### src/design/flash_cfg_pkg.sv
// Constants and types for the flash configuration and protection registers.
//Contract
//- Four-bit protect code selects top/bottom 64KB blocks.
//- Refuse program/erase inside protected range.
//- Program-paused flag bit 2 set/cleared by suspend/resume.
//- Erase-paused flag bit 3 set/cleared by suspend/resume.
//- Row lock bits 7..4 reset zero, one-time set.
//- Locked row refuses programming; unlocked row permitted.
//- Working copy loads from persistent copy at power-up.
//- 65h writes persistent, C0h/63h write working copy.
//- Bit 7 picks hold or reset role.
//- Quad or four-line mode forces data line 3.
//- Bits 6..3 give dummy cycles 1 to 15.
//- Zero dummy field uses per-command default count.
//- Bit 2 enables wrap within aligned burst window.
//- Wrap disabled: reads run through whole array.
//- Bits 1..0 select burst 8/16/32/64 bytes.
package flash_cfg_pkg;
  localparam logic [7:0] CMD_SET_RP_NV = 8'h65;
  localparam logic [7:0] CMD_SET_RP_V1 = 8'hc0;
  localparam logic [7:0] CMD_SET_RP_V2 = 8'h63;
  localparam logic [7:0] CMD_WR_FUNC = 8'h42;
  localparam logic [7:0] CMD_WR_EN = 8'h06;
  localparam logic [7:0] CMD_RD_RP = 8'h61;
  localparam logic [7:0] CMD_RD_FUNC = 8'h48;
  localparam logic [7:0] FUNC_RESET = 8'h00;
  localparam logic [7:0] RP_RESET = 8'h00;
  localparam int FR_PROG_PAUSED = 2;
  localparam int FR_ERASE_PAUSED = 3;
  localparam int FR_LOCK_LSB = 4;
  localparam int FR_LOCK_MSB = 7;
  localparam int RP_ROLE = 7;
  localparam int RP_DUM_MSB = 6;
  localparam int RP_DUM_LSB = 3;
  localparam int RP_WRAP = 2;
  localparam int RP_BL_MSB = 1;
  localparam int BURST_MIN_LOG2 = 3;
  localparam int BLOCK_LOG2 = 16;
  localparam logic [3:0] DUM_SINGLE = 4'h8;
  localparam logic [3:0] DUM_QUAD = 4'h6;
  localparam logic [3:0] DUM_DUAL_IO = 4'h4;
  typedef enum logic [2:0] {
    RK_FAST_SINGLE,
    RK_DUAL_OUT,
    RK_QUAD_OUT,
    RK_QUAD_IO,
    RK_FAST_FOUR,
    RK_DUAL_IO
  } read_kind_type;
  typedef enum logic [2:0] {
    ST_IDLE,
    ST_OPC,
    ST_DATA,
    ST_OUT,
    ST_DONE,
    ST_SKIP
  } spi_state_type;
endpackage

### src/design/block_protect_decode.sv
// Decodes the protect code into a hit test for one address.
`timescale 1ns/100ps
module block_protect_decode #(
  parameter int ADDR_W = 20
) (
  input wire logic [3:0] i_code,
  input wire logic [ADDR_W-1:0] i_addr,
  output logic o_hit
);
  localparam int BW = ADDR_W - flash_cfg_pkg::BLOCK_LOG2;
  localparam int NB = 1 << BW;
  if (BW < 1 || BW > 8)
  begin
    $error("block_protect_decode: unsupported ADDR_W");
  end
  always_comb
  begin
    int blk;
    int n;
    blk = int'(i_addr[ADDR_W-1:flash_cfg_pkg::BLOCK_LOG2]);
    n = 0;
    o_hit = 1'b0;
    if (i_code >= 4'h1 && i_code <= 4'h4)
    begin
      n = 1 << (int'(i_code) - 1);
      o_hit = (blk >= NB - n);
    end
    else if (i_code >= 4'hb && i_code <= 4'he)
    begin
      n = 1 << (14 - int'(i_code));
      o_hit = (blk < n);
    end
    else if (i_code >= 4'h5 && i_code <= 4'ha)
    begin
      o_hit = 1'b1;
    end
  end
endmodule

### src/design/dummy_default_select.sv
// Selects the dummy cycle count for a read command.
`timescale 1ns/100ps
module dummy_default_select (
  input wire logic [3:0] i_field,
  input wire flash_cfg_pkg::read_kind_type i_kind,
  output logic [3:0] o_count
);
  always_comb
  begin
    o_count = i_field;
    if (i_field == 4'h0)
    begin
      case (i_kind)
        flash_cfg_pkg::RK_QUAD_IO,
        flash_cfg_pkg::RK_FAST_FOUR:
          o_count = flash_cfg_pkg::DUM_QUAD;
        flash_cfg_pkg::RK_DUAL_IO:
          o_count = flash_cfg_pkg::DUM_DUAL_IO;
        default:
          o_count = flash_cfg_pkg::DUM_SINGLE;
      endcase
    end
  end
endmodule

### src/design/flash_cfg_regs.sv
// Configuration and protection registers reached over serial commands.
`timescale 1ns/100ps
module flash_cfg_regs #(
  parameter int ADDR_W = 20,
  parameter logic [7:0] NV_INIT = 8'h00
) (
  input wire logic i_mclk,
  input wire logic i_rst_b,
  input wire logic i_sck,
  input wire logic i_cs_b,
  input wire logic i_si,
  output logic o_so,
  output logic o_so_oe,
  input wire logic [3:0] i_protect_sel,
  input wire logic i_quad_lines_enable,
  input wire logic i_four_line_command_mode,
  input wire logic i_program_busy,
  input wire logic i_erase_busy,
  input wire logic i_suspend,
  input wire logic i_resume,
  input wire logic i_pe_req,
  input wire logic [ADDR_W-1:0] i_pe_addr,
  output logic o_pe_grant,
  output logic o_pe_refuse,
  input wire logic i_row_req,
  input wire logic [1:0] i_row_sel,
  output logic o_row_grant,
  output logic o_row_refuse,
  input wire logic i_read_start,
  input wire flash_cfg_pkg::read_kind_type i_read_kind,
  input wire logic [ADDR_W-1:0] i_seq_addr,
  output logic [ADDR_W-1:0] o_seq_next,
  output logic [3:0] o_dummy_cycles,
  output logic o_pin_is_hold,
  output logic o_pin_is_reset,
  output logic o_pin_is_io3,
  output logic [7:0] o_func_reg,
  output logic [7:0] o_rp_working,
  output logic [7:0] o_rp_persistent
);
  typedef struct packed {
    flash_cfg_pkg::spi_state_type st;
    logic sck1;
    logic sck2;
    logic sck_p;
    logic cs1;
    logic cs2;
    logic si1;
    logic si2;
    logic [7:0] sh;
    logic [2:0] cnt;
    logic [7:0] opc;
    logic [7:0] dat;
    logic so;
    logic wel;
    logic loaded;
    logic [7:0] nv;
    logic [7:0] work;
    logic [7:0] snap;
    logic prog_paused;
    logic erase_paused;
    logic [3:0] lock;
    logic pe_g;
    logic pe_r;
    logic row_g;
    logic row_r;
    logic [ADDR_W-1:0] nxt;
    logic [3:0] dum;
  } state_type;

  localparam state_type RST = '{
    st: flash_cfg_pkg::ST_IDLE, sck1: 1'b0, sck2: 1'b0, sck_p: 1'b0,
    cs1: 1'b1, cs2: 1'b1, si1: 1'b0, si2: 1'b0, sh: 8'h00,
    cnt: 3'h0, opc: 8'h00, dat: 8'h00, so: 1'b0, wel: 1'b0,
    loaded: 1'b0, nv: NV_INIT, work: flash_cfg_pkg::RP_RESET,
    snap: flash_cfg_pkg::RP_RESET, prog_paused: 1'b0,
    erase_paused: 1'b0,
    lock: 4'h0, pe_g: 1'b0, pe_r: 1'b0, row_g: 1'b0, row_r: 1'b0,
    nxt: '0, dum: 4'h0};

  if (ADDR_W < 17 || ADDR_W > 24)
  begin
    $error("flash_cfg_regs: unsupported ADDR_W");
  end

  logic rst1_q;
  logic rst_b;
  always_ff @(posedge i_mclk or negedge i_rst_b)
  begin
    if (!i_rst_b)
    begin
      rst1_q <= 1'b0;
      rst_b <= 1'b0;
    end
    else
    begin
      rst1_q <= 1'b1;
      rst_b <= rst1_q;
    end
  end

  state_type q;
  state_type d;
  logic pe_hit;
  logic [3:0] dum_sel;
  logic [7:0] func_val;
  logic [ADDR_W-1:0] mask;

  block_protect_decode #(.ADDR_W(ADDR_W)) u_prot (
    .i_code(i_protect_sel),
    .i_addr(i_pe_addr),
    .o_hit(pe_hit)
  );

  dummy_default_select u_dum (
    .i_field(q.snap[flash_cfg_pkg::RP_DUM_MSB:flash_cfg_pkg::RP_DUM_LSB]),
    .i_kind(i_read_kind),
    .o_count(dum_sel)
  );

  assign func_val = {q.lock, q.erase_paused, q.prog_paused, 2'b00};
  assign mask = ADDR_W'((1 << (flash_cfg_pkg::BURST_MIN_LOG2
    + int'(q.snap[flash_cfg_pkg::RP_BL_MSB:0]))) - 1);

  always_comb
  begin
    logic rise;
    logic fall;
    logic [7:0] byte_in;
    rise = q.sck2 && !q.sck_p;
    fall = !q.sck2 && q.sck_p;
    byte_in = {q.sh[6:0], q.si2};
    d = q;
    d.sck1 = i_sck;
    d.sck2 = q.sck1;
    d.sck_p = q.sck2;
    d.cs1 = i_cs_b;
    d.cs2 = q.cs1;
    d.si1 = i_si;
    d.si2 = q.si1;
    if (!q.loaded)
    begin
      d.work = q.nv;
      d.snap = q.nv;
      d.loaded = 1'b1;
    end
    if (q.cs2)
    begin
      d.st = flash_cfg_pkg::ST_IDLE;
      d.cnt = 3'h0;
      if (q.st == flash_cfg_pkg::ST_DONE)
      begin
        if (q.opc == flash_cfg_pkg::CMD_SET_RP_NV && q.wel)
        begin
          d.nv = q.dat;
          d.wel = 1'b0;
        end
        else if (q.opc == flash_cfg_pkg::CMD_WR_FUNC && q.wel)
        begin
          d.lock = q.lock | q.dat[flash_cfg_pkg::FR_LOCK_MSB:
            flash_cfg_pkg::FR_LOCK_LSB];
          d.wel = 1'b0;
        end
        else if (q.opc == flash_cfg_pkg::CMD_SET_RP_V1
          || q.opc == flash_cfg_pkg::CMD_SET_RP_V2)
        begin
          d.work = q.dat;
        end
      end
    end
    else
    begin
      case (q.st)
        flash_cfg_pkg::ST_IDLE:
          d.st = flash_cfg_pkg::ST_OPC;
        flash_cfg_pkg::ST_OUT:
          if (fall)
          begin
            d.so = q.sh[7];
            d.sh = {q.sh[6:0], 1'b0};
          end
        default:
          ;
      endcase
      if (rise && (q.st == flash_cfg_pkg::ST_OPC
        || q.st == flash_cfg_pkg::ST_DATA))
      begin
        d.sh = byte_in;
        d.cnt = q.cnt + 3'h1;
        if (q.cnt == 3'h7 && q.st == flash_cfg_pkg::ST_DATA)
        begin
          d.dat = byte_in;
          d.st = flash_cfg_pkg::ST_DONE;
        end
        else if (q.cnt == 3'h7)
        begin
          d.opc = byte_in;
          d.st = flash_cfg_pkg::ST_SKIP;
          if (byte_in == flash_cfg_pkg::CMD_WR_EN)
          begin
            d.wel = 1'b1;
          end
          else if (byte_in == flash_cfg_pkg::CMD_RD_RP)
          begin
            d.sh = q.work;
            d.st = flash_cfg_pkg::ST_OUT;
          end
          else if (byte_in == flash_cfg_pkg::CMD_RD_FUNC)
          begin
            d.sh = func_val;
            d.st = flash_cfg_pkg::ST_OUT;
          end
          else if (byte_in == flash_cfg_pkg::CMD_SET_RP_NV
            || byte_in == flash_cfg_pkg::CMD_SET_RP_V1
            || byte_in == flash_cfg_pkg::CMD_SET_RP_V2
            || byte_in == flash_cfg_pkg::CMD_WR_FUNC)
          begin
            d.st = flash_cfg_pkg::ST_DATA;
          end
        end
      end
    end
    if (i_suspend && i_program_busy)
    begin
      d.prog_paused = 1'b1;
    end
    else if (i_resume && q.prog_paused)
    begin
      d.prog_paused = 1'b0;
    end
    if (i_suspend && i_erase_busy)
    begin
      d.erase_paused = 1'b1;
    end
    else if (i_resume && q.erase_paused)
    begin
      d.erase_paused = 1'b0;
    end
    d.pe_g = i_pe_req && !pe_hit;
    d.pe_r = i_pe_req && pe_hit;
    d.row_g = i_row_req && !q.lock[i_row_sel];
    d.row_r = i_row_req && q.lock[i_row_sel];
    if (i_read_start)
    begin
      d.snap = q.work;
    end
    if (q.snap[flash_cfg_pkg::RP_WRAP])
    begin
      d.nxt = (i_seq_addr & ~mask) | ((i_seq_addr + 1'b1) & mask);
    end
    else
    begin
      d.nxt = i_seq_addr + 1'b1;
    end
    d.dum = dum_sel;
  end

  always_ff @(posedge i_mclk or negedge rst_b)
  begin
    if (!rst_b)
    begin
      q <= RST;
    end
    else
    begin
      q <= d;
    end
  end

  assign o_so = q.so;
  assign o_so_oe = (q.st == flash_cfg_pkg::ST_OUT) && !q.cs2;
  assign o_pe_grant = q.pe_g;
  assign o_pe_refuse = q.pe_r;
  assign o_row_grant = q.row_g;
  assign o_row_refuse = q.row_r;
  assign o_seq_next = q.nxt;
  assign o_dummy_cycles = q.dum;
  assign o_func_reg = func_val;
  assign o_rp_working = q.work;
  assign o_rp_persistent = q.nv;
  assign o_pin_is_io3 = i_quad_lines_enable
    || i_four_line_command_mode;
  assign o_pin_is_reset = !o_pin_is_io3
    && q.work[flash_cfg_pkg::RP_ROLE];
  assign o_pin_is_hold = !o_pin_is_io3
    && !q.work[flash_cfg_pkg::RP_ROLE];
endmodule

### config.mk
export PLATFORM = sky130hd
export DESIGN_NAME = flash_cfg_regs
export DESIGN_NICKNAME = d
export VERILOG_FILES = /design/src/design/flash_cfg_pkg.sv /design/src/design/block_protect_decode.sv /design/src/design/dummy_default_select.sv /design/src/design/flash_cfg_regs.sv
export SDC_FILE = /design/constraint.sdc
export NUM_CORES = 1
export LEC_CHECK = 0
export ABC_AREA = 1
export BUFFER_PORTS_ARGS = -buffer_cell sky130_fd_sc_hd__buf_2
export CAP_MARGIN = 5
export CORE_ASPECT_RATIO = 1.75
export CORE_UTILIZATION = 55
export CTS_CLUSTER_DIAMETER = 120
export CTS_CLUSTER_SIZE = 20
export DETAILED_ROUTE_END_ITERATION = 12
export GPL_ROUTABILITY_DRIVEN = 0
export PLACE_DENSITY_LB_ADDON = 0.05
export SYNTH_ARGS = -nofsm -noshare
export SYNTH_HDL_FRONTEND = slang
export SYNTH_SLANG_ARGS = --single-unit
export TNS_END_PERCENT = 20
### constraint.sdc
create_clock -name i_mclk -period 3.6 [get_ports i_mclk]
set_clock_uncertainty 0.1 [all_clocks]
set_input_delay 0 -clock i_mclk [delete_from_list [all_inputs] [get_ports i_mclk]]
set_output_delay 0 -clock i_mclk [all_outputs]
set_load 0.05 [all_outputs]
==> results of run 1 <==
stage by stage:
stage	hold WS, ns	total power, mW	std cells	cell area (um2)
after floorplan	-0.396	1.54	708	5710
after global placement	-0.315	1.63	875	5940
after detailed placement	-0.314	1.64	875	5940
after CTS	0.00383	2.72	936	6720
after global routing	0.0377	2.83	936	6720
final	0.0185	2.71	936	6720
Yosys cell counts, types with 3 or more instances:
cell                         n  area, um2
sky130_fd_sc_hd__o21bai_1    4       30.0
sky130_fd_sc_hd__inv_1     102        383
sky130_fd_sc_hd__buf_4      48        360
sky130_fd_sc_hd__xnor2_1     4       35.0
sky130_fd_sc_hd__xor2_1     14        123
sky130_fd_sc_hd__nand4_1     5       31.3
sky130_fd_sc_hd__buf_2       4       20.0
sky130_fd_sc_hd__o21ai_2     8       70.1
sky130_fd_sc_hd__dfrtp_1    97       2430
sky130_fd_sc_hd__mux2_2      4       45.0
sky130_fd_sc_hd__nor3_1     10       50.1
sky130_fd_sc_hd__o21ai_0    54        270
sky130_fd_sc_hd__nor4_1      6       37.5
sky130_fd_sc_hd__nand2_1   151        567
sky130_fd_sc_hd__nor2_1     54        203
sky130_fd_sc_hd__nand2_2     3       18.8
sky130_fd_sc_hd__nand3_1    39        195
sky130_fd_sc_hd__o211ai_1   15        113
sky130_fd_sc_hd__o31ai_1     3       22.5
sky130_fd_sc_hd__a21oi_1    16       80.1
sky130_fd_sc_hd__inv_2       3       11.3
sky130_fd_sc_hd__ha_1       21        263
sky130_fd_sc_hd__or2_2       4       25.0
sky130_fd_sc_hd__clkbuf_1    5       18.8
path summary, 6_finish.rpt:
kind / to / cells after the start / startpoint / slack, ns
max reg2reg: o_seq_next[11] / 11 / q[35] / 1.14
min reg2reg: q[88] / 0 / d[88] / 0.25
max: o_seq_next[16] / 10 / i_seq_addr[0] / 1.01
max in group asynchronous: q[90] / 1 / rst_b / 2.23
min: o_dummy_cycles[1] / 4 / i_read_kind[1] / 0.02
min in group asynchronous: q[77] / 0 / rst_b / 0.39
cell families (layout without fill, tap and decap cells):
logic type,Yosys count,after routing,share of synthesized area
and+or+nand+nor,282,282,0.213
xor gates and xnor gates,18,18,0.0277
AOI/OAI and AO/OA,113,113,0.121
DFF,99,99,0.435
adders and majority gates,21,21,0.0461
muxes,4,4,0.00791
other,2,5,0.00132
buffers and inverters,166,269,0.147
worst max-delay path, cell delays in order:
cell and delay (ns):
sky130_fd_sc_hd__dlygate4sd3_1 0.54, sky130_fd_sc_hd__buf_2 0.13, sky130_fd_sc_hd__ha_1 0.18, sky130_fd_sc_hd__nand3_1 0.15
sky130_fd_sc_hd__nor4_1 0.34, sky130_fd_sc_hd__nand3_1 0.17, sky130_fd_sc_hd__nor3_1 0.36, sky130_fd_sc_hd__nand2_1 0.15
sky130_fd_sc_hd__xnor2_1 0.15, sky130_fd_sc_hd__dlygate4sd3_1 0.55
layout by cell type (no fill, tap or decap), drive strengths merged, types with 11 or more instances in the layout:
cell,count
xor2,14
dfrtp,97
nor2,58
nand3,40
buf,103
o21ai,62
nand2,154
clkbuf,11
dlygate4sd3,45
o211ai,15
inv,106
ha,21
a21oi,16
power by group through the flow:
stage | registers (mW) | logic, mW | clock network (mW)
6_report | 1.22 | 0.447 | 1.05
3_3_place_gp | 1.24 | 0.394 | 0
3_5_place_dp | 1.24 | 0.403 | 0
4_1_cts | 1.22 | 0.445 | 1.06
2_1_floorplan | 1.24 | 0.303 | 0
5_1_grt | 1.23 | 0.495 | 1.11
routing by layer:
layer  track usage  part of all wire
met1         0.248              0.35
met2         0.540              0.58
met3        0.0340             0.030
met4         0.131             0.036
met5             0                 0
area by class of cell:
class	instances	area, um2
fillers	853	3250
flip-flops and latches	99	2480
multi-input cells	443	2390
repair buffers	148	971
inverters	105	394
clock buffers	11	243
well taps	125	156
clock inverters	5	83.8
==> out/qor.yml, run 1 <==
outcome:
  run_status: "finished, final reports clean"
logic_synthesis:
  avgSynthCellArea_um2: 8.08
  synth-edff-count: 0
  synth-seq-cells: 99
  synth_sequential_area_ratio: 0.435
  synth_top_flop_cell: "sky130_fd_sc_hd__dfrtp_1"
  synthArstFlopShare: 1.00
  yosys.cell_types.count: 47
  synth-warning-count: 0
  netlist_instances: 705
  synthesis.area_mm2: 0.00570
setup_path:
  largest_driver_fanout_on_the_critical_path: 3
  timing.critical_path.to_type: "register"
  worstPathArrival_ns: 2.72
  setup.worst_path.start_class: "input pin"
  worstSetupPathType: "in -> reg"
  worst_ep_required_time_ns: 3.72
sta:
  slew_violations: 0
  max_slew_margin: 0.232
  clock.fmax_mhz: 385
  final_min_period_over_clock_period: 0.721
  hold_viol_final: 0
  post-route-worst-setup-slack_ns: 1.01
  final-setup-viol-count: 0
  tightest_slew_ns: 1.15
  finalSetupTns_ns: 0
  grt_setup_unrepaired: "no"
  finalCriticalPeriod_ns: 2.59
power:
  internal-power_mw: 1.95
  worst_ir_drop_vdd_mv: 0.357
  share_comb_of_total_power: 0.165
  power_switching_share: 0.282
  p_sw_mw: 0.763
  cellPowerDensity_mw_per_mm2: 403
  sequentialPowerShare: 0.449
  clockPowerShare: 0.386
  p_leak_nw: 3.48
floorplan:
  start_util: 0.571
  placeableCoreArea_mm2: 0.00997
  fp.dieW_um: 78.9
  floorplan.die.height_um: 137
  design.portCount: 120
  std_cell_rows: 48
  die-area_mm2: 0.0108
final_layout:
  top_register: "q"
  finalNetCount: 890
  diodes: 0
  largest_register_ffs: 42
  area_growth_syn_to_layout_pct: 18.0
  final_layout_size_suffix_gt1_frac: 0.182
  postLayoutCoreUtil: 0.674
routing:
  detailroute.via_count: 4925
  drt-wirelength-per-cell_um: 14.3
  detail_route.first_pass.iterations: 4
  route.detailed.drc: 0
  first_iter_violations: 279
  drt-total-wl_um: 13400
  antenna_left: 0
  drt-vias-per-instance: 5.26
cts:
  root_driver: "sky130_fd_sc_hd__clkbuf_16"
  h-tree-depth: 3
  ctsHoldBuffers: 45
  clk_transition_reported_paths_ns: 0.07
  cts_resized: 0
  cts_setup_buffers: 0
  cts_tree: "built"
  cts.path.max_buffers: 2
  clk_latency_ns: 0.34
  tritoncts_num_sinks: 99
  cts-buffers-inserted: 9
run:
  drv_cap: 0
global_routing:
  wire_length_of_the_first_global_routing_pass_um: 21900
  grtUsageTotal: 0.265
  number_of_antenna_violations_at_the_first_check_in_global_routing: 0
  number_of_global_route_vias_before_repair: 4880
  grt_start_max_net_pins: 81
  overflow: 0
placed_design:
  hpwl_reported_at_the_end_of_detailed_placement_um: 9910
  count_of_input_and_output_buffers: 101
  dp_worst_setup_slack_ns: 0.828
min_path:
  worst_hold_path_type: "in -> reg"
(Power assumes the default switching activity.)
==> run 2: changes to the inputs <==
--- a/config.mk
+++ b/config.mk
@@ -5,11 +5,11 @@
 export SDC_FILE = /design/constraint.sdc
 export NUM_CORES = 1
 export LEC_CHECK = 0
-export ABC_AREA = 1
+export ABC_AREA = 0
 export BUFFER_PORTS_ARGS = -buffer_cell sky130_fd_sc_hd__buf_2
 export CAP_MARGIN = 5
 export CORE_ASPECT_RATIO = 1.75
-export CORE_UTILIZATION = 55
+export CORE_UTILIZATION = 50
 export CTS_CLUSTER_DIAMETER = 120
 export CTS_CLUSTER_SIZE = 20
 export DETAILED_ROUTE_END_ITERATION = 12
==> constraint.sdc (replaced) <==
create_clock -name i_mclk -period 2.3 [get_ports i_mclk]
set_clock_uncertainty 0.1 [all_clocks]
set_input_delay 0 -clock i_mclk [delete_from_list [all_inputs] [get_ports i_mclk]]
set_output_delay 0 -clock i_mclk [all_outputs]
set_load 0.05 [all_outputs]
==> run 2 against run 1 <==
  * Routed wire length decreased by 3.2%
  * First-iteration DRC count decreased by 32%
  * Worst setup slack got worse by 0.98 ns
  * Cell area increased by 2.9%
  * Clock power increased by 59%
  * Hold slack improved by 0.0092 ns
  * Critical path depth decreased by 5
  * Power increased by 61%
  * Critical endpoint is now o_rp_persistent[4]
==> out/qor.yml, run 2 <==
setup_path:
  worstPathArrival_ns: 2.40
  worstSetupPathType: "reg -> reg"
  largest_driver_fanout_on_the_critical_path: 8
  ff_to_ff_path_depth: 5
  timing.critical_path.to_type: "register"
  critPathTopFamily: "simple AND/OR/NAND/NOR gates"
  cp_slowest_stage_delay_ns: 0.53
  critical_path.cell_chain: "nand4b_1 -> or4_4 -> or3b_4 -> nand2b_4 -> mux2_4"
  timing.critical_path.slowest_stage_cell: "sky130_fd_sc_hd__dfstp_2"
  crit-reg2reg-launch: "q[90]"
  setup.worst_path.start_class: "register"
  worstReg2RegEnd: "o_rp_persistent[4]"
  worst_ep_required_time_ns: 2.42
  cp.buffers_inverters: 0
  ff2ff_setup_slack_ns: 0.03
floorplan:
  placeableCoreArea_mm2: 0.0107
  start_util: 0.511
  fp.dieW_um: 81.1
  design.portCount: 120
  std_cell_rows: 50
  die-area_mm2: 0.0114
  floorplan.die.height_um: 140
logic_synthesis:
  synth-seq-cells: 99
  synth_most_common_cell: "sky130_fd_sc_hd__dfrtp_1"
  netlist_instances: 542
  synthArstFlopShare: 1.00
  synth-edff-count: 0
  synth_sequential_area_ratio: 0.453
  synthesis.area_mm2: 0.00547
  synth_top_flop_cell: "sky130_fd_sc_hd__dfrtp_1"
  synth_area_leaders: "sky130_fd_sc_hd__dfrtp_1, sky130_fd_sc_hd__buf_4, sky130_fd_sc_hd__ha_1, sky130_fd_sc_hd__a21oi_1, sky130_fd_sc_hd__mux2_2"
  synth.top_cells.by_count: "sky130_fd_sc_hd__dfrtp_1, sky130_fd_sc_hd__buf_4, sky130_fd_sc_hd__a21oi_1"
  synthDominantCellAreaShare: 0.444
  yosys.cell_types.count: 71
  synth-warning-count: 0
  avgSynthCellArea_um2: 10.1
  synth_top_cell_by_area: "sky130_fd_sc_hd__dfrtp_1"
placed_design:
  dp_worst_setup_slack_ns: -0.337
  count_of_input_and_output_buffers: 101
  hpwl_reported_at_the_end_of_detailed_placement_um: 9470
  placed_area_mm2: 0.00603
min_path:
  min_delay_worst_endpoint: "o_dummy_cycles[2]"
  worst_hold_path.num_cells: 4
  worst_hold_path_type: "in -> reg"
  min_from: "i_read_kind[1]"
routing:
  route.detailed.drc: 0
  first_iter_violations: 190
  drt-total-wl_um: 12900
  detailroute.via_count: 4331
  drt-wirelength-per-cell_um: 16.0
  antenna_left: 0
  detail_route.first_pass.iterations: 4
  drt-vias-per-instance: 5.35
global_routing:
  grt_start_max_net_pins: 43
  grtUsageTotal: 0.241
  number_of_antenna_violations_at_the_first_check_in_global_routing: 0
  overflow: 0
  number_of_global_route_vias_before_repair: 4520
  wire_length_of_the_first_global_routing_pass_um: 21100
final_layout:
  area_taken_by_flip_flops_and_latches_mm2: 0.00248
  top_register: "q"
  diodes: 0
  layout.cells.most_common: "sky130_fd_sc_hd__buf_2"
  largest_register_ffs: 42
  finalNetCount: 758
  post_route_cell_area_mm2: 0.00691
  final.fill_count: 879
  multi_input_comb_area_mm2: 0.00255
  layout_common_cells: "sky130_fd_sc_hd__buf_2, sky130_fd_sc_hd__dfrtp_1, sky130_fd_sc_hd__dlygate4sd3_1"
  final_layout_size_suffix_gt1_frac: 0.317
  postLayoutCoreUtil: 0.646
  area_growth_syn_to_layout_pct: 26.4
cts:
  clk_transition_reported_paths_ns: 0.07
  clk_latency_ns: 0.34
  tritoncts_num_sinks: 99
  cts.path.max_buffers: 2
  cts-buffers-inserted: 9
  h-tree-depth: 3
  root_driver: "sky130_fd_sc_hd__clkbuf_16"
  cts_tree: "built"
sta:
  grt_setup_unrepaired: "yes"
  final_min_period_over_clock_period: 0.989
  final-setup-viol-count: 0
  post-route-worst-setup-slack_ns: 0.0254
  tightest_slew_ns: 0.638
  finalCriticalPeriod_ns: 2.27
  clock.fmax_mhz: 440
  slew_violations: 0
  hold_viol_final: 0
  max_slew_margin: 0.575
power:
  p_leak_nw: 3.44
  worst_ir_drop_vdd_mv: 0.530
  cellPowerDensity_mw_per_mm2: 633
outcome:
  run_status: "finished, final reports clean"
run:
  drv_cap: 0
-- run 2: changes by cell type in the layout (fill, tap and decap cells not counted), moves of 10 or more --
cell                       change
sky130_fd_sc_hd__nor2b_1      +11
sky130_fd_sc_hd__a21oi_1      +28
sky130_fd_sc_hd__nand3_1      -27
sky130_fd_sc_hd__o21ai_0      -29
sky130_fd_sc_hd__mux2_2       +15
sky130_fd_sc_hd__xnor2_1      +12
sky130_fd_sc_hd__o211ai_1     -12
sky130_fd_sc_hd__inv_1        -83
sky130_fd_sc_hd__a21o_1       +10
sky130_fd_sc_hd__buf_4        +36
sky130_fd_sc_hd__nand2_1     -113
sky130_fd_sc_hd__nor2_1       -23
-- run 2: stage by stage --
stage	TNS [ns]	hold WS, ns	power, mW	cells
2_1_floorplan	-1.03	-0.396	2.42	545
3_3_place_gp	-0.392	-0.315	2.63	744
3_5_place_dp	-0.645	-0.312	2.65	744
4_1_cts	0	0.0245	4.39	808
5_1_grt	-0.0147	0.0512	4.57	809
6_report	0	0.0277	4.37	809
-- run 2: timing repair --
item                                   CTS  global route
gates resized for setup                  1            16
setup endpoints to repair                8            12
endpoints found under the hold margin   40             0
buffers inserted                         0             1
pin swaps                                1             7
hold buffers                            48             0
gates cloned                             0             0
-- run 2: cell families after synthesis --
logic type                 share of synthesized area
AOI/OAI and AO/OA                              0.135
and+or+nand+nor                                0.155
xor gates and xnor gates                      0.0432
buffers and inverters                         0.0970
muxes                                         0.0670
other                                        0.00137
adders and majority gates                     0.0480
DFF                                            0.453
-- run 2: tightest hold or removal path, cell delays in order --
cell and delay [ns]:
sky130_fd_sc_hd__buf_2 0.10, sky130_fd_sc_hd__nand2_1 0.06, sky130_fd_sc_hd__o21ai_0 0.09, sky130_fd_sc_hd__a21o_1 0.17
-- run 2: worst max path at each step --
stage | from | to | slack [ns] | cells past startpoint
detailed placement | i_protect_sel[0] | o_pe_refuse | -0.34 | 15
global route | q[35] | o_seq_next[18] | -0.009 | 9
global placement | i_protect_sel[0] | o_pe_refuse | -0.22 | 15
finish | q[90] | o_rp_persistent[4] | 0.03 | 5
floorplan | i_protect_sel[0] | o_pe_refuse | -0.54 | 15
CTS | i_protect_sel[0] | o_pe_refuse | 0.003 | 15
-- run 2: power breakdown --
part	internal [mW]	switching, mW	total, mW	leakage, nW
Combinational	0.343	0.457	0.800	2.00
Clock	0.973	0.698	1.67	0.163
Sequential	1.83	0.0723	1.90	1.28
Total	3.15	1.23	4.37	3.44
-- run 2: metal layers --
layer / track usage / wire [um] / share of wire / vias up
met5: 0 / 0 / 0 / -
met4: 0.107 / 383 / 0.030 / 0
met3: 0.0339 / 367 / 0.028 / 31
met2: 0.457 / 7350 / 0.57 / 111
met1: 0.249 / 4830 / 0.37 / 2095
li1: - / - / - / 2094
-- run 2: cell type report --
cell class	instances	area share
Multi-Input combinational cell	356	0.369
Sequential cell	99	0.359
Timing Repair Buffer	189	0.190
Clock buffer	9	0.0326
Tap cell	130	0.0235
Clock inverter	7	0.0154
Inverter	19	0.0103
==> run 3: changes to the inputs <==
--- a/config.mk
+++ b/config.mk
@@ -17,5 +17,6 @@
 export PLACE_DENSITY_LB_ADDON = 0.05
 export SYNTH_ARGS = -nofsm -noshare
 export SYNTH_HDL_FRONTEND = slang
+export SYNTH_HIERARCHICAL = 1
 export SYNTH_SLANG_ARGS = --single-unit
 export TNS_END_PERCENT = 20
==> run 3 against run 2 <==
  * Non-clock buffer count rose by 1
  * Global-route usage fell by 0.19 points
  * Worst setup slack improved by 0.085 ns
  * Hold slack improved by 0.11 ns
  * Sequential power barely moved
  * Cell area rose by 0.94%
  * Utilization fell by 0.15 points
  * Count of clock-buffer cells in the layout did not move
  * Critical path depth rose by 3
  * Clock power fell by 2%
  * Combinational power barely moved
  * Fmax rose by 3.9%
  * Largest power group unchanged
  * Highest routed layer unchanged
==> out/qor.yml, run 3 <==
routing:
  drt-total-wl_um: 13000
  drt-vias-per-instance: 5.50
  detailroute.via_count: 4491
  detail_route.first_pass.iterations: 4
  antenna_left: 0
  route.detailed.drc: 0
  drt-wirelength-per-cell_um: 16.0
  first_iter_violations: 214
cts:
  clk_transition_reported_paths_ns: 0.07
  clk_latency_ns: 0.35
  tritoncts_num_sinks: 99
  h-tree-depth: 3
  root_driver: "sky130_fd_sc_hd__clkbuf_16"
  cts.path.max_buffers: 2
  cts_tree: "built"
  cts-buffers-inserted: 9
final_layout:
  largest_register_ffs: 42
  post_route_cell_area_mm2: 0.00698
  stdcell_count: 817
  postLayoutCoreUtil: 0.645
  top_register: "q"
  diodes: 0
  layout.cells.most_common: "sky130_fd_sc_hd__buf_2"
  layout_common_cells: "sky130_fd_sc_hd__buf_2, sky130_fd_sc_hd__dfrtp_1, sky130_fd_sc_hd__dlygate4sd3_1"
  area_growth_syn_to_layout_pct: 24.2
  finalNetCount: 765
  final_layout_size_suffix_gt1_frac: 0.297
logic_synthesis:
  post_synth_xor_area_fraction: 0.0390
  netlist_instances: 544
  synth_top_flop_cell: "sky130_fd_sc_hd__dfrtp_1"
  yosys.cell_types.count: 76
  synthesis.area_mm2: 0.00562
  synth.top_cells.by_count: "sky130_fd_sc_hd__dfrtp_1, sky130_fd_sc_hd__buf_4, sky130_fd_sc_hd__a21oi_1, sky130_fd_sc_hd__nor2_1, sky130_fd_sc_hd__nand2_1"
  synth-edff-count: 0
  synth-simple-area-share: 0.187
  synth-seq-cells: 99
  synthDominantCellAreaShare: 0.432
  synth_most_common_cell: "sky130_fd_sc_hd__dfrtp_1"
  post_synth_mux_area_share: 0.0597
  synth_top_cell_by_area: "sky130_fd_sc_hd__dfrtp_1"
  synthArstFlopShare: 1.00
  synth_sequential_area_ratio: 0.441
  avgSynthCellArea_um2: 10.3
  synth_area_leaders: "sky130_fd_sc_hd__dfrtp_1, sky130_fd_sc_hd__buf_4, sky130_fd_sc_hd__mux2_2, sky130_fd_sc_hd__ha_1, sky130_fd_sc_hd__a21oi_1"
  synth_top_family_by_area: "simple AND/OR/NAND/NOR gates"
  synth-warning-count: 6
  synth_compound_area_frac: 0.123
  adder_cell_fraction_of_synth_area: 0.0445
setup_path:
  timing.critical_path.to_type: "register"
  setup.worst_path.start_class: "input pin"
  timing.critical_path.slowest_stage_cell: "sky130_fd_sc_hd__dlygate4sd3_1"
  largest_driver_fanout_on_the_critical_path: 4
  worst_ep_required_time_ns: 2.43
  ff_to_ff_path_depth: 6
  cp_slowest_stage_delay_ns: 0.55
  critical_path.cell_chain: "dlygate4sd3_1 -> buf_2 -> ha_1 -> nand4_1 -> nor3_2 -> nand4_1 -> xnor2_1 -> dlygate4sd3_1"
  worstPathArrival_ns: 2.32
  worstSetupPathType: "in -> reg"
placed_design:
  hpwl_reported_at_the_end_of_detailed_placement_um: 9550
  count_of_input_and_output_buffers: 101
  placed_area_mm2: 0.00610
  dp_worst_setup_slack_ns: -0.355
  place.detailed.instances: 748
floorplan:
  placeableCoreArea_mm2: 0.0108
  design.portCount: 120
  die-area_mm2: 0.0117
  start_util: 0.519
  floorplan.die.height_um: 142
  std_cell_rows: 50
  fp.dieW_um: 82.1
min_path:
  worst_hold_path_type: "in -> reg"
  worst_hold_path.num_cells: 5
run:
  drv_cap: 0
power:
  totalPowerFinal_mw: 4.35
  cellPowerDensity_mw_per_mm2: 623
  power_switching_share: 0.282
  p_leak_nw: 3.33
  clockPowerShare: 0.376
  worst_ir_drop_vdd_mv: 0.487
  sequentialPowerShare: 0.440
  internal-power_mw: 3.12
  p_sw_mw: 1.23
  share_comb_of_total_power: 0.184
sta:
  hold_viol_final: 0
  slew_violations: 0
  grt_setup_unrepaired: "yes"
  final-setup-viol-count: 0
  tightest_slew_ns: 0.517
  finalCriticalPeriod_ns: 2.19
  max_slew_margin: 0.652
  whs_ns: 0.137
  final_min_period_over_clock_period: 0.952
  finalSetupTns_ns: 0
  clock.fmax_mhz: 457
  post-route-worst-setup-slack_ns: 0.111
global_routing:
  number_of_antenna_violations_at_the_first_check_in_global_routing: 0
  grtUsageTotal: 0.239
  grt_start_max_net_pins: 47
  wire_length_of_the_first_global_routing_pass_um: 20900
  overflow: 0
  number_of_global_route_vias_before_repair: 4511
outcome:
  run_status: "finished, final reports clean"
[run 3: cell count changes in the layout (fill, tap and decap cells not counted), moves of 6 or more]
cell	before	now
sky130_fd_sc_hd__nand2_1	38	29
sky130_fd_sc_hd__dlygate4sd3_1	47	53
sky130_fd_sc_hd__o21ai_0	25	17
sky130_fd_sc_hd__a21oi_1	44	38
sky130_fd_sc_hd__a211oi_1	1	9
sky130_fd_sc_hd__mux2_4	8	0
sky130_fd_sc_hd__nor2_1	31	38
[run 3: worst paths after layout]
kind | startpoint | end | slack (ns)
min | i_pe_addr[19] | o_pe_grant | 0.14
max in group asynchronous | rst_b | q[90] | 1.22
min in group asynchronous | rst_b | o_dummy_cycles[1] | 0.17
max | i_seq_addr[0] | o_seq_next[14] | 0.11
min reg2reg | rst_b | o_dummy_cycles[1] | 0.17
max reg2reg | q[77] | q[85] | 0.17
[run 3: kinds of logic after synthesis]
group,after synthesis
AO/OA/AOI/OAI,108
XOR/XNOR,25
adder cells (fa/ha/maj),20
buffers and inverters,91
flip-flops,99
multiplexers,29
other,2
AND/OR/NAND/NOR,170
[run 3: worst max-delay path: cells and delay by family]
family / cells / cell delay (ns)
xor+xnor: 1 / 0.14
fa+ha+maj: 1 / 0.18
buf+inv: 3 / 1.23
simple gates: 3 / 0.78
[run 3: cell type report]
cell class | count | area (um2)
clock buffer | 9 | 225
clock inverter | 7 | 97.6
fill | 907 | 3840
inverter | 22 | 82.6
multi-input combinational | 360 | 2610
sequential | 99 | 2480
tap | 130 | 163
timing repair buffer | 190 | 1320
[run 3: repair_timing]
action | CTS | global route
resized for setup | 1 | 4
endpoints found under the hold margin | 41 | 0
setup buffers | 0 | 0
setup endpoints to repair | 1 | 9
hold buffers | 53 | 0
[run 3: power by group through the flow]
| stage | Clock [mW] | Combinational (mW) | Sequential (mW) |
|---|---|---|---|
| 2_1_floorplan | 0 | 0.507 | 1.95 |
| 3_3_place_gp | 0 | 0.707 | 1.95 |
| 3_5_place_dp | 0 | 0.719 | 1.95 |
| 4_1_cts | 1.67 | 0.793 | 1.91 |
| 5_1_grt | 1.74 | 0.869 | 1.93 |
| 6_report | 1.63 | 0.801 | 1.91 |
[run 3: metal layers]
layer | share of wire | up-vias | GRT usage
met3 | 0.036 | 34 | 0.0391
met2 | 0.57 | 125 | 0.455
li1 | - | 2157 | -
met1 | 0.36 | 2175 | 0.233
met4 | 0.037 | 0 | 0.127
met5 | 0 | - | 0
